### src/verilog/pwm_fade_pkg.sv
// Purpose: Shared constants and types for the detection PWM fade block
// Assumes: 200 MHz system clock, byte-wide command link
// Notes:   Time settings are 14 bits, duties are whole percent codes
package pwm_fade_pkg;

  localparam int unsigned CLK_HZ       = 200_000_000;
  localparam int unsigned TICK_MS      = 1;
  localparam int unsigned MS_CYCLES    = CLK_HZ / 1000 * TICK_MS;
  localparam int unsigned MS_PER_S     = 1000;
  localparam int unsigned PWM_STEPS    = 100;
  localparam int unsigned FREQ_CODES   = 10;
  localparam int unsigned FREQ_UNIT_HZ = 1000;

  localparam int unsigned DUTY_W  = 7;
  localparam int unsigned TIME_W  = 14;
  localparam int unsigned LOW_W   = 7;
  localparam int unsigned STEP_W  = 11;
  localparam int unsigned ACC_W   = 21;
  localparam int unsigned SEC_W   = 10;
  localparam int unsigned ADC_W   = 12;
  localparam int unsigned PROD_W  = 19;

  localparam logic [7:0] ADDR_FLAG        = 8'h80;
  localparam logic [7:0] ADDR_COND        = 8'hA0;
  localparam logic [7:0] ADDR_INVERSE     = 8'hA1;
  localparam logic [7:0] ADDR_FREQ        = 8'hA3;
  localparam logic [7:0] ADDR_IDLE_DUTY   = 8'hA4;
  localparam logic [7:0] ADDR_ACTIVE_DUTY = 8'hA5;
  localparam logic [7:0] ADDR_UP_HIGH     = 8'hA6;
  localparam logic [7:0] ADDR_UP_LOW      = 8'hA7;
  localparam logic [7:0] ADDR_DOWN_HIGH   = 8'hA8;
  localparam logic [7:0] ADDR_DOWN_LOW    = 8'hA9;
  localparam logic [7:0] ADDR_LINGER_HIGH = 8'hAA;
  localparam logic [7:0] ADDR_LINGER_LOW  = 8'hAB;
  localparam logic [7:0] ADDR_PIN_SENS    = 8'hB0;
  localparam logic [7:0] ADDR_READ        = 8'hFF;

  localparam logic [6:0]  DUTY_MAX        = 7'h64;
  localparam logic [6:0]  IDLE_DUTY_RST   = 7'h00;
  localparam logic [6:0]  ACTIVE_DUTY_RST = 7'h5A;
  localparam logic [13:0] RAMP_UP_RST     = 14'h03E8;
  localparam logic [13:0] RAMP_DOWN_RST   = 14'h03E8;
  localparam logic [13:0] LINGER_RST      = 14'h000A;
  localparam logic [3:0]  FREQ_RST        = 4'h4;
  localparam logic [3:0]  FREQ_MAX        = 4'h9;
  localparam logic [1:0]  COND_BOTH       = 2'h0;
  localparam logic [1:0]  COND_APPROACH   = 2'h1;
  localparam logic [1:0]  COND_LEAVE      = 2'h2;
  localparam logic [1:0]  COND_MAX        = 2'h2;
  localparam logic [PROD_W-1:0] SENS_SCALE = 19'h00065;

  typedef enum logic [4:0] {
    ST_IDLE      = 5'h01,
    ST_RAMP_UP   = 5'h02,
    ST_ACTIVE    = 5'h04,
    ST_LINGER    = 5'h08,
    ST_RAMP_DOWN = 5'h10
  } fade_state_e;

endpackage

### src/verilog/pulse_divider.sv
// Purpose: One-cycle tick every DIVIDE enabled clocks
// Assumes: DIVIDE of at least two
// Notes:   Used for the millisecond time base of fades and hold
`timescale 1ns/1ps
module pulse_divider
  import pwm_fade_pkg::*;
#(
  parameter int unsigned DIVIDE = MS_CYCLES
) (
  input  wire logic clk,
  input  wire logic reset,
  input  wire logic ce,
  output logic      tick
);
  localparam int unsigned CNT_W = $clog2(DIVIDE);
  localparam logic [CNT_W-1:0] LAST = CNT_W'(DIVIDE - 1);

  typedef struct packed {
    logic [CNT_W-1:0] count;
    logic             tick;
  } div_s;

  div_s cur;
  div_s next_cur;

  always_comb begin
    next_cur      = cur;
    next_cur.tick = 1'b0;
    if (cur.count == LAST) begin
      next_cur.count = '0;
      next_cur.tick  = 1'b1;
    end else begin
      next_cur.count = cur.count + 1'b1;
    end
  end

  always_ff @(posedge clk) begin
    if (reset) begin
      cur <= '0;
    end else if (ce) begin
      cur <= next_cur;
    end
  end

  assign tick = cur.tick;
endmodule

### src/verilog/pwm_wave.sv
// Purpose: PWM waveform with a period of one hundred percent slots
// Assumes: step_cycles is the clock count of one percent slot
// Notes:   Duty and slot width are taken only at a period start,
//          so a change never produces a runt pulse
`timescale 1ns/1ps
module pwm_wave
  import pwm_fade_pkg::*;
(
  input  wire logic              clk,
  input  wire logic              reset,
  input  wire logic              ce,
  input  wire logic              enable,
  input  wire logic [STEP_W-1:0] step_cycles,
  input  wire logic [DUTY_W-1:0] duty,
  output logic                   wave
);
  localparam logic [DUTY_W-1:0] LAST_SLOT = DUTY_W'(PWM_STEPS - 1);

  typedef struct packed {
    logic [STEP_W-1:0] sub;
    logic [DUTY_W-1:0] slot;
    logic [STEP_W-1:0] step;
    logic [DUTY_W-1:0] level;
    logic              wave;
  } wave_s;

  wave_s cur;
  wave_s next_cur;

  always_comb begin
    next_cur = cur;
    if (cur.sub + 1'b1 >= cur.step) begin
      next_cur.sub = '0;
      if (cur.slot == LAST_SLOT) begin
        next_cur.slot  = '0;
        next_cur.step  = step_cycles;
        next_cur.level = duty;
      end else begin
        next_cur.slot = cur.slot + 1'b1;
      end
    end else begin
      next_cur.sub = cur.sub + 1'b1;
    end
    next_cur.wave = enable && (next_cur.slot < next_cur.level);
  end

  always_ff @(posedge clk) begin
    if (reset) begin
      cur      <= '0;
      cur.step <= step_cycles_rst();
    end else if (ce) begin
      cur <= next_cur;
    end
  end

  // Reset slot width follows the reset frequency code, else the first
  // period after reset would run at the fastest carrier
  function automatic logic [STEP_W-1:0] step_cycles_rst();
    return STEP_W'(CLK_HZ /
                   ((int'(FREQ_RST) + 1) * FREQ_UNIT_HZ * PWM_STEPS));
  endfunction

  assign wave = cur.wave;
endmodule

### src/verilog/detection_pwm_fade_control.sv
// Purpose: Detection-driven PWM with fade in, hold and fade out
// Assumes: Command bytes, detect flags and sensor code are synchronous
// Notes:   Registered outputs; times are 14-bit values
// Operation
// No detection drives idle duty, 0..100%
// Detection drives active duty, 0..100%
// Active duty resets to 90 percent
// Fade in over programmed milliseconds
// Fade in resets to 1000 ms
// After hold, fade out to idle duty
// Hold active duty programmed seconds, default 10
// Times split high>>7 and low&0x7F
// Compute pin sensitivity percent into status
// Enabled option applies pin sensitivity both ways
// Pin sensitivity refreshes even when disabled
// Sensitivity status is read only
// Duties only in PWM mode; 1-10 kHz
// Judge detection by condition setting
// Inverse flips judged detection before duty
// Address byte MSB set, parameter MSB clear
// Linear fade steps once per millisecond
`timescale 1ns/1ps
module detection_pwm_fade_control
  import pwm_fade_pkg::*;
#(
  parameter int unsigned TICK_CYCLES = MS_CYCLES
) (
  input  wire logic             clk,
  input  wire logic             reset,
  input  wire logic             ce,
  input  wire logic             cmd_valid,
  input  wire logic [7:0]       cmd_byte,
  input  wire logic             approach_detect,
  input  wire logic             leave_detect,
  input  wire logic             pwm_mode,
  input  wire logic             analog_sens_enable,
  input  wire logic [ADC_W-1:0] sens_pin_level,
  input  wire logic [6:0]       manual_sensitivity,
  output logic                  motion_output_pin,
  output logic                  resp_valid,
  output logic [7:0]            resp_data,
  output logic                  cmd_error,
  output logic [DUTY_W-1:0]     current_duty,
  output logic [6:0]            approach_sensitivity,
  output logic [6:0]            leave_sensitivity
);

  // All control state in one record, registered as a whole
  typedef struct packed {
    fade_state_e       state;
    logic [6:0]        idle_duty;
    logic [6:0]        active_duty;
    logic [13:0]       ramp_up;
    logic [13:0]       ramp_down;
    logic [13:0]       linger;
    logic [3:0]        freq;
    logic [1:0]        cond;
    logic              inverse;
    logic              have_addr;
    logic [7:0]        addr;
    logic [6:0]        duty;
    logic [6:0]        goal;
    logic [6:0]        delta;
    logic [13:0]       span;
    logic [13:0]       elapsed;
    logic [ACC_W-1:0]  acc;
    logic [SEC_W-1:0]  ms_in_s;
    logic [13:0]       secs;
    logic [6:0]        pin_sens;
    logic [6:0]        approach_sens;
    logic [6:0]        leave_sens;
    logic              resp_valid;
    logic [7:0]        resp_data;
    logic              cmd_error;
    logic [STEP_W-1:0] step_cycles;
  } ctrl_s;

  localparam logic [SEC_W-1:0] LAST_MS = SEC_W'(MS_PER_S - 1);
  // Slot width of the reset frequency code
  localparam logic [STEP_W-1:0] RST_STEP =
    STEP_W'(CLK_HZ / ((int'(FREQ_RST) + 1) * FREQ_UNIT_HZ * PWM_STEPS));

  ctrl_s                    cur;
  ctrl_s                    next_cur;
  logic                     ms_tick;
  logic                     det_raw;
  logic                     det;
  logic [PROD_W-1:0]        sens_prod;
  logic [STEP_W-1:0]        step_tab [FREQ_CODES];

  // Percent slot width per frequency code, 1 kHz upward in 1 kHz steps
  for (genvar g = 0; g < FREQ_CODES; g++) begin : g_step
    assign step_tab[g] =
      STEP_W'(CLK_HZ / ((g + 1) * FREQ_UNIT_HZ * PWM_STEPS));
  end

  // Millisecond time base shared by fades and hold
  pulse_divider #(
    .DIVIDE (TICK_CYCLES)
  ) u_ms_tick (
    .clk   (clk),
    .reset (reset),
    .ce    (ce),
    .tick  (ms_tick)
  );

  // pwm mode only
  pwm_wave u_wave (
    .clk         (clk),
    .reset       (reset),
    .ce          (ce),
    .enable      (pwm_mode),
    .step_cycles (cur.step_cycles),
    .duty        (cur.duty),
    .wave        (motion_output_pin)
  );

  // detection condition select
  always_comb begin
    unique case (cur.cond)
      COND_APPROACH: det_raw = approach_detect;
      COND_LEAVE:    det_raw = leave_detect;
      default:       det_raw = approach_detect | leave_detect;
    endcase
  end

  // inverse after judging
  assign det = det_raw ^ cur.inverse;

  // percent of full scale, 0..100
  assign sens_prod = PROD_W'(sens_pin_level) * SENS_SCALE;

  // Arms a linear fade from the present duty toward a target
  function automatic ctrl_s start_fade(ctrl_s s, logic [6:0] target,
                                       logic [13:0] time_ms);
    ctrl_s r;
    r         = s;
    r.goal    = target;
    r.delta   = (s.duty > target) ? s.duty - target : target - s.duty;
    r.span    = time_ms;
    r.elapsed = '0;
    r.acc     = '0;
    if (time_ms == '0) begin
      r.duty = target;
    end
    return r;
  endfunction

  // time values read back split into seven-bit halves
  function automatic logic [7:0] read_byte(ctrl_s s, logic [7:0] a);
    logic [7:0] v;
    v = 8'h00;
    unique case (a)
      ADDR_COND:        v = {6'h00, s.cond};
      ADDR_INVERSE:     v = {7'h00, s.inverse};
      ADDR_FREQ:        v = {4'h0, s.freq};
      ADDR_IDLE_DUTY:   v = {1'b0, s.idle_duty};
      ADDR_ACTIVE_DUTY: v = {1'b0, s.active_duty};
      ADDR_UP_HIGH:     v = {1'b0, s.ramp_up[TIME_W-1:LOW_W]};
      ADDR_UP_LOW:      v = {1'b0, s.ramp_up[LOW_W-1:0]};
      ADDR_DOWN_HIGH:   v = {1'b0, s.ramp_down[TIME_W-1:LOW_W]};
      ADDR_DOWN_LOW:    v = {1'b0, s.ramp_down[LOW_W-1:0]};
      ADDR_LINGER_HIGH: v = {1'b0, s.linger[TIME_W-1:LOW_W]};
      ADDR_LINGER_LOW:  v = {1'b0, s.linger[LOW_W-1:0]};
      ADDR_PIN_SENS:    v = {1'b0, s.pin_sens};
      default:          v = 8'h00;
    endcase
    return v;
  endfunction

  always_comb begin
    logic [6:0] p;
    logic       bad;
    p   = cmd_byte[6:0];
    bad = 1'b0;
    next_cur            = cur;
    next_cur.resp_valid = 1'b0;
    next_cur.cmd_error  = 1'b0;

    // refreshed regardless of the enable
    next_cur.pin_sens = sens_prod[PROD_W-1:PROD_W-DUTY_W];
    // pin value feeds both directions
    next_cur.approach_sens =
      analog_sens_enable ? cur.pin_sens : manual_sensitivity;
    next_cur.leave_sens =
      analog_sens_enable ? cur.pin_sens : manual_sensitivity;
    // New slot width reaches the pin only at its next period start
    next_cur.step_cycles = step_tab[cur.freq];

    // address byte first, then parameter byte
    if (cmd_valid) begin
      if ((cmd_byte & ADDR_FLAG) != 8'h00) begin
        next_cur.have_addr = 1'b1;
        next_cur.addr      = cmd_byte;
      end else if (!cur.have_addr) begin
        bad = 1'b1;
      end else begin
        next_cur.have_addr = 1'b0;
        unique case (cur.addr)
          ADDR_READ: begin
            next_cur.resp_valid = 1'b1;
            next_cur.resp_data  = read_byte(cur, {1'b1, p});
          end
          ADDR_COND:
            if (p[1:0] > COND_MAX || p[6:2] != '0) bad = 1'b1;
            else next_cur.cond = p[1:0];
          ADDR_INVERSE:
            if (p[6:1] != '0) bad = 1'b1;
            else next_cur.inverse = p[0];
          ADDR_FREQ:
            if (p[3:0] > FREQ_MAX || p[6:4] != '0) bad = 1'b1;
            else next_cur.freq = p[3:0];
          // idle duty range
          ADDR_IDLE_DUTY:
            if (p > DUTY_MAX) bad = 1'b1;
            else next_cur.idle_duty = p;
          // active duty range
          ADDR_ACTIVE_DUTY:
            if (p > DUTY_MAX) bad = 1'b1;
            else next_cur.active_duty = p;
          // high half holds bits 13..7, low half bits 6..0
          ADDR_UP_HIGH:     next_cur.ramp_up[TIME_W-1:LOW_W]   = p;
          ADDR_UP_LOW:      next_cur.ramp_up[LOW_W-1:0]        = p;
          ADDR_DOWN_HIGH:   next_cur.ramp_down[TIME_W-1:LOW_W] = p;
          ADDR_DOWN_LOW:    next_cur.ramp_down[LOW_W-1:0]      = p;
          ADDR_LINGER_HIGH: next_cur.linger[TIME_W-1:LOW_W]    = p;
          ADDR_LINGER_LOW:  next_cur.linger[LOW_W-1:0]         = p;
          // write to sensitivity status refused
          default: bad = 1'b1;
        endcase
      end
    end
    // A refused byte writes no setting; it raises the pulse and drops any held address
    next_cur.cmd_error = bad;

    // One step per clock: a tick must span more clocks than the
    // largest duty change, or a very short fade ends late
    // drain whole percent steps owed by the accumulator
    if (cur.span != '0 && cur.duty != cur.goal &&
        cur.acc >= ACC_W'(cur.span)) begin
      next_cur.acc  = cur.acc - ACC_W'(cur.span);
      next_cur.duty = (cur.goal > cur.duty) ? cur.duty + 1'b1
                                            : cur.duty - 1'b1;
    end
    // one millisecond of progress per tick
    if (ms_tick && cur.elapsed < cur.span) begin
      next_cur.elapsed = cur.elapsed + 1'b1;
      next_cur.acc     = next_cur.acc + ACC_W'(cur.delta);
    end

    unique case (cur.state)
      ST_IDLE: begin
        // follows idle duty setting
        next_cur.duty = cur.idle_duty;
        if (det) begin
          // fade in toward active duty
          next_cur       = start_fade(next_cur, cur.active_duty,
                                      cur.ramp_up);
          next_cur.state = ST_RAMP_UP;
        end
      end
      ST_RAMP_UP: begin
        // Losing detection mid-fade still completes the fade first
        if (cur.elapsed == cur.span && cur.duty == cur.goal) begin
          next_cur.state = ST_ACTIVE;
        end
      end
      ST_ACTIVE: begin
        // follows active duty setting
        next_cur.duty = cur.active_duty;
        if (!det) begin
          next_cur.state   = ST_LINGER;
          next_cur.ms_in_s = '0;
          next_cur.secs    = '0;
        end
      end
      ST_LINGER: begin
        // Ticks are gathered into whole seconds of hold
        next_cur.duty = cur.active_duty;
        if (ms_tick) begin
          if (cur.ms_in_s == LAST_MS) begin
            next_cur.ms_in_s = '0;
            next_cur.secs    = cur.secs + 1'b1;
          end else begin
            next_cur.ms_in_s = cur.ms_in_s + 1'b1;
          end
        end
        // hold for programmed seconds
        if (det) begin
          next_cur.state = ST_ACTIVE;
        end else if (cur.secs >= cur.linger) begin
          // fade out after the hold
          next_cur       = start_fade(next_cur, cur.idle_duty,
                                      cur.ramp_down);
          next_cur.state = ST_RAMP_DOWN;
        end
      end
      ST_RAMP_DOWN: begin
        if (det) begin
          // renewed detection fades back in from here
          next_cur       = start_fade(next_cur, cur.active_duty,
                                      cur.ramp_up);
          next_cur.state = ST_RAMP_UP;
        end else if (cur.elapsed == cur.span && cur.duty == cur.goal) begin
          next_cur.state = ST_IDLE;
        end
      end
      default: begin
        next_cur.state = ST_IDLE;
      end
    endcase
  end

  always_ff @(posedge clk) begin
    if (reset) begin
      cur             <= '0;
      cur.state       <= ST_IDLE;
      cur.idle_duty   <= IDLE_DUTY_RST;
      // ninety percent
      cur.active_duty <= ACTIVE_DUTY_RST;
      // one second fade in
      cur.ramp_up     <= RAMP_UP_RST;
      cur.ramp_down   <= RAMP_DOWN_RST;
      cur.linger      <= LINGER_RST;
      cur.freq        <= FREQ_RST;
      cur.cond        <= COND_BOTH;
      cur.duty        <= IDLE_DUTY_RST;
      cur.goal        <= IDLE_DUTY_RST;
      cur.step_cycles <= RST_STEP;
    end else if (ce) begin
      cur <= next_cur;
    end
  end

  assign resp_valid           = cur.resp_valid;
  assign resp_data            = cur.resp_data;
  assign cmd_error            = cur.cmd_error;
  assign current_duty         = cur.duty;
  assign approach_sensitivity = cur.approach_sens;
  assign leave_sensitivity    = cur.leave_sens;
endmodule

### config.mk
export PLATFORM = sky130hd
export DESIGN_NAME = detection_pwm_fade_control
export DESIGN_NICKNAME = d
export VERILOG_FILES = /design/src/verilog/pwm_fade_pkg.sv /design/src/verilog/pulse_divider.sv /design/src/verilog/pwm_wave.sv /design/src/verilog/detection_pwm_fade_control.sv
export SDC_FILE = /design/constraint.sdc
export NUM_CORES = 1
export LEC_CHECK = 0
export ABC_CLOCK_PERIOD_IN_PS = 6800
export BUFFER_PORTS_ARGS = -buffer_cell sky130_fd_sc_hd__buf_2
export CAP_MARGIN = 30
export CORE_ASPECT_RATIO = 0.8
export CORE_MARGIN = 5
export CORE_UTILIZATION = 57
export DETAILED_ROUTE_END_ITERATION = 10
export HOLD_SLACK_MARGIN = 0.02
export PLACE_DENSITY_LB_ADDON = 0.15
export SKIP_CTS_REPAIR_TIMING = 1
export SLEW_MARGIN = 5
export SYNTH_ARGS = -nofsm -noshare
export SYNTH_HDL_FRONTEND = slang
export SYNTH_SLANG_ARGS = --single-unit
### constraint.sdc
create_clock -name clk -period 6.8 [get_ports clk]
set_input_delay 0.68 -clock clk [delete_from_list [all_inputs] [get_ports clk]]
set_output_delay 0.68 -clock clk [all_outputs]
set_load 0.05 [all_outputs]
# After elaboration in Yosys (flattened, before gate mapping)
# Memory sizes are Yosys's and may differ from the RTL's.
# Index checks and enable logic that the tools add are counted.
[classes]
bitwise_logic = 5
n_lt_le_gt_ge = 13
n_addsub = 14
mux = 75
multipliers = 1
n_eq_ne = 45
n_reduce_logical = 21
[ops]
columns = ["op", "n"]
rows = [
  ["213-bit 2-to-1 mux", 2],
  ["72-bit case mux with 3 select lines", 1],
  ["208-bit 2-to-1 mux", 1],
  ["64-bit 2-to-1 mux", 3],
  ["63-bit case mux with 3 select lines", 1],
  ["7-bit 2-to-1 mux", 20],
  ["136-bit 2-to-1 mux", 1],
  ["42-bit case mux with 3 select lines", 1],
  ["8-bit equality test, second input constant", 12],
  ["24-bit case mux with 4 select lines", 1],
  ["7-bit by 6-bit equality test with 1-bit output, second input constant", 12],
  ["7-bit case mux with 12 select lines", 1],
  ["72-bit 2-to-1 mux", 1],
  ["63-bit 2-to-1 mux", 1],
  ["24-bit 2-to-1 mux", 2],
  ["18-bit 2-to-1 mux", 2],
  ["9-bit 2-to-1 mux", 4],
  ["35-bit 2-to-1 mux", 1],
  ["11-bit 2-to-1 mux", 3],
  ["14-bit by 1-bit adder with 14-bit output, second input constant", 2],
  ["7-bit greater-than comparator", 4],
  ["14-bit zero test", 2],
  ["7-bit case mux with 4 select lines", 1],
  ["7-bit subtractor", 4],
  ["other kinds (60)", 91],
]
[totals]
memories = 1
reg_bits = 269
rom_bits = 176
[mem_list]
columns = ["memory", "depth", "word_bits", "rd", "rd_ports_with_merged_regs", "wr", "line_no", "text"]
rows = [
  ["(name not given)", 16, 11, 1, 0, 0, "detection_pwm_fade_control.sv:188", "next_cur.step_cycles = step_tab[cur.freq];"],
]

# Logic depth before layout (Yosys ltp)
[depth]
word_depth = 12
ltp_mapped = 30

# By module
# Synthesis repeated with hierarchy kept, for this count alone.
[unflattened]
cells_unflattened = 2282
area_unflattened_um2 = 18546.5
[modules_own_cells]
columns = ["mod", "instances", "seq_area_each_um2", "area_each_um2", "cells_each"]
rows = [
  ["detection_pwm_fade_control", 1, 4103.9, 15208.3, 1884],
  ["pwm_wave", 1, 740.7, 2418.6, 296],
  ["pulse_divider", 1, 380.4, 919.6, 102],
]

# Worst setup path after synthesis
# No wires, ideal clock.
[synth_path]
kind = "reg2reg"
from = "register, netlist name current_duty[1]"
to = "register cur[121] in the netlist's numbering"
required_ps = 6680
slack_ps = 1500
stages_incl_launch_ff = 28
setup_ps = 120
arrival_ps = 5180
period_less_slack_ps = 5300
path_buffers = 0
cell_sequence = "dfxtp_1 inv_1 ha_1 nor2b_1 o21a_1 o21a_1 o21ai_0 a21oi_1 nor2_1 or2_2 ha_1 nor2b_1 o21ai_0 nand2_1 a21o_1 a21oi_1 nor3_1 nor3b_1 xnor2_1 ha_1 and4_1 nand4_1 o21ai_1 mux2_2 nor4_1 or3_1 a21oi_1 o31a_1"
[synth_between]
elab_chain_len = 8
elab_cells_between_ends = 14
[synth_lines]
columns = ["element", "line_no", "text"]
rows = [
  ["parallel branches: the longest is 3 deep, another holds 7-bit by 1-bit subtractor with 7-bit output", "n/a", ""],
  ["7-bit 2-to-1 mux (*)", "detection_pwm_fade_control.sv:239", "if (cur.span != '0 && cur.duty != cur.goal &&"],
  ["7-bit subtractor or 7-bit greater-than comparator (tied branches)", "detection_pwm_fade_control.sv:139", "r.delta = (s.duty > target) ? s.duty - target : target - s.duty;"],
  ["7-bit 2-to-1 mux (*)", "detection_pwm_fade_control.sv:139", ""],
  ["136-bit 2-to-1 mux (*)", "detection_pwm_fade_control.sv:299", "if (det) begin"],
  ["63-bit case mux with 3 select lines (*)", "detection_pwm_fade_control.sv:251", "unique case (cur.state)"],
  ["to (signal assigned)", "detection_pwm_fade_control.sv:331", "cur <= next_cur;"],
  ["to (decl)", "detection_pwm_fade_control.sv:83", "ctrl_s cur;"],
]
# Every way passes the cells marked *. The select of a mux whose other input is x is not followed.
# A chain may end at the register's enable or synchronous reset.

# Worst setup path in the final report
[layout_path]
from = "register, netlist name current_duty[1]"
to = "register cur[121] in the netlist's numbering"
[layout_between]
elab_chain_len = 8
elab_cells_between_ends = 14
[layout_lines]
columns = ["element", "line_no"]
rows = [
  ["parallel branches: the longest is 3 deep, another holds 7-bit by 1-bit subtractor with 7-bit output", "n/a"],
  ["7-bit 2-to-1 mux (*)", "detection_pwm_fade_control.sv:239"],
  ["7-bit subtractor or 7-bit greater-than comparator (tied branches)", "detection_pwm_fade_control.sv:139"],
  ["7-bit 2-to-1 mux (*)", "detection_pwm_fade_control.sv:139"],
  ["136-bit 2-to-1 mux (*)", "detection_pwm_fade_control.sv:299"],
  ["63-bit case mux with 3 select lines (*)", "detection_pwm_fade_control.sv:251"],
]
# Marked as above.

==> impl_metrics.yaml <==
sta:
  slew_headroom_pct: 44.0
  fmax_ghz: 0.163
  hold_viol: 0
  clock_skew_ps: 14.8
  fin_hold_ws_ps: 405
  setup_viol: 0
  rsz0062_at_grt: "no"
  fin_crit_ps: 6130
  tns_ps: 0
  drv_slew: 0
  fin_crit_sh_pct: 90.2
  setup_slack_ps: 667
  tightest_slew_ps: 837
floorplan:
  die_h_um: 169
  io_pins: 67
  dieArea_mm2: 0.0353
  die_x_um: 209
  initial_utilization_pct: 57.5
  rows: 58
  core_mm2: 0.0314
setup_path:
  arrival_ps: 6600
  crit_buf_inv: 1
  cp_top_family: "simple AND/OR/NAND/NOR gates"
  timing.rr.start: "current_duty[1]$_SDFFE_PP0P_"
  start_kind: "register"
  critPathKind: "register to register"
  r2r-end: "cur[121]$_SDFFE_PP0P_"
  cp_data_required_time_ps: 7260
  max_stage_delay_ps: 500
  crit_path_start: "current_duty[1]$_SDFFE_PP0P_"
  worst_r2r_path_depth: 27
  end_kind: "register"
  r2r_slack_ps: 670
  crit_fanout: 9
  cp_slowest_cell: "o21ai_1"
synth:
  netlist_instances: 2241
  ys_ff_latch: 261
  syn_avg_cell_area_um2: 8.05
  synth_edf_count: 0
  synth_top_flop_cell: "dfxtp_1"
  synth_mux_area_share_pct: 5.75
  synth_xor_area_share_pct: 5.39
  synthArstFlopShare_pct: 0
  synth_cell_type_count: 94
  ys_warn_count: 0
  synth_top_family_by_area: "simple AND/OR/NAND/NOR gates"
  synth_top_area_share_pct: 29.0
  synth_fp_nets: 2465
  synth-compound-area-share_pct: 18.5
  yosysTopAreaCell: "dfxtp_1"
  ys_top_cells_by_count: "nor2_1 (290), dfxtp_1 (261), nand2_1 (185)"
  synthAdderAreaFrac_pct: 13.9
  syn-cell-area_mm2: 0.0180
  seq_area_frac_synth_pct: 29.0
  synth.most_common_cell: "nor2_1"
  synth_area_leaders: "dfxtp_1 (29%), ha_1 (12%), nor2_1 (6.0%), mux2i_1 (4.4%), a21oi_1 (4.1%)"
  synth_simple_gate_area_share_pct: 20.6
power_and_ir_drop:
  p_leak_nw: 8.03
  p_comb_share_pct: 49.3
  p_sw_mw: 2.78
  p_int_mw: 3.86
  peakVddDrop_mv: 0.274
  clkPwrFrac_pct: 24.7
  netSwitchingFraction_pct: 41.8
  power_density_mw_per_mm2: 341
  power_frac_seq_pct: 26.0
drt:
  drc: 0
  wirelength_um: 48700
  vias_per_cell: 6.02
  num_vias: 16093
  ant_nets: 0
  dr.first_iter.drc_count: 1437
  post_drt_wl_per_cell_um: 18.2
  firstDrtPassIters: 5
clocking:
  clkSinkCount: 261
  cts_max_path_buffers: 3
  cts_buffers: 29
  clk_latency_ps: 580
  cts.htree.levels: 1
  cts_tree: "done"
  path_clk_slew_ps: 70
  cts_root_buffer: "clkbuf_16"
final_layout:
  fin_nets: 2455
  drive_gt1_share_pct: 8.07
  design_area_mm2: 0.0194
  antenna_cells: 0
  fill_cells: 2852
  final_util_pct: 62.0
  area.growth.synth_to_final_pct: 7.82
global_routing:
  grt_antenna_before_repair: 0
  grt_overflow_total: 0
  grt_pass1_wl_um: 78300
  grt_usage_pct: 26.5
  grt_pass1_vias: 15064
  grt_max_degree: 76
status:
  outcome: "complete, no violations"
placed_design:
  gp_congestion: 0.978
  dp_hpwl_um: 36100
  dp_slack_ps: 833
  io_buffers: 65
  dpl_cell_area_mm2: 0.0184
run:
  maxCapViolations: 0
worst_hold_path:
  min_from: "cmd_valid"
  hp-class: "input port to register"
  min_to: "cmd_error$_SDFFE_PP0P_"
  hold_path_depth: 3
-- flip-flops by register name, summed over array words and instances (netlist names) --
name,flops
resp_data,7
u_wave.cur,36
u_ms_tick.cur,18
cur,182
resp_valid,1
approach_sensitivity,7
cmd_error,1
u_wave.wave,1
u_ms_tick.tick,1
current_duty,7
-- cell usage in the layout, fill, tap and decap left out, types with 12 or more instances in the layout --
cell type	n
nor2_1	290
clkbuf_16	29
nor2b_1	32
fa_1	19
xnor2_1	64
a21oi_1	148
inv_1	164
and3_1	30
xor2_1	47
nand4_1	32
nor4_1	13
o21ai_0	104
a21o_1	21
ha_1	170
a211o_1	23
nand3_1	59
buf_4	21
a211oi_1	28
a22o_1	14
nor3_1	47
or3_1	23
dfxtp_1	261
nand2b_1	12
o21a_1	13
nand2_1	185
buf_2	63
mux2i_1	80
a22oi_1	39
-- worst max-delay path by stage --
stage	end	slack, ps	depth (start not counted)
final	cur[121]$_SDFFE_PP0P_	670	27
after global routing	cur[121]$_SDFFE_PP0P_	90	27
after CTS	cur[121]$_SDFFE_PP0P_	780	27
after detailed placement	cur[121]$_SDFFE_PP0P_	830	27
after global placement	cur[121]$_SDFFE_PP0P_	1000	28
after floorplan	cur[121]$_SDFFE_PP0P_	1500	27
-- tightest hold or removal path, stage by stage --
cell	delay (ps)
buf_2	120
o2111ai_1	70
a21oi_1	60
-- power by group through the flow --
stage / sequential [mW] / clock [mW] / combinational [mW]
6_report: 1.73 / 1.64 / 3.27
5_1_grt: 1.74 / 1.73 / 3.61
4_1_cts: 1.72 / 1.67 / 3.21
3_5_place_dp: 1.76 / 0 / 3.19
3_3_place_gp: 1.75 / 0 / 3.15
2_1_floorplan: 1.71 / 0 / 2.56
-- per-stage QoR --
step | power [mW] | std cells
CTS | 6.60 | 2673
finish | 6.64 | 2674
floorplan | 4.26 | 2241
detailed placement | 4.95 | 2619
global placement | 4.90 | 2618
global route | 7.08 | 2674
-- layer usage --
| layer | global-route usage, % | vias to the layer above | routed length (um) |
|---|---|---|---|
| met5 | 0 | - | 0 |
| met4 | 6.30 | 0 | 1130 |
| met3 | 4.02 | 81 | 3550 |
| met2 | 41.6 | 558 | 21100 |
| met1 | 38.7 | 7582 | 22900 |
| li1 | - | 7872 | - |
-- cell families after synthesis --
logic type                 after synthesis
xor gates and xnor gates               111
other                                    1
muxes                                   94
and+or+nand+nor                        783
adders and majority gates              189
DFF                                    261
buffers and inverters                  293
AOI/OAI and AO/OA                      509
-- cell type report --
class | instances | area [um^2] | share of cell area, %
Clock buffer | 42 | 835 | 4.29
Sequential cell | 261 | 5230 | 26.9
Inverter | 166 | 623 | 3.20
Timing Repair Buffer | 86 | 495 | 2.55
Tap cell | 420 | 526 | 2.70
Clock inverter | 12 | 161 | 0.830
Multi-Input combinational cell | 1687 | 11600 | 59.6
Power figures use the tool's default switching activity.
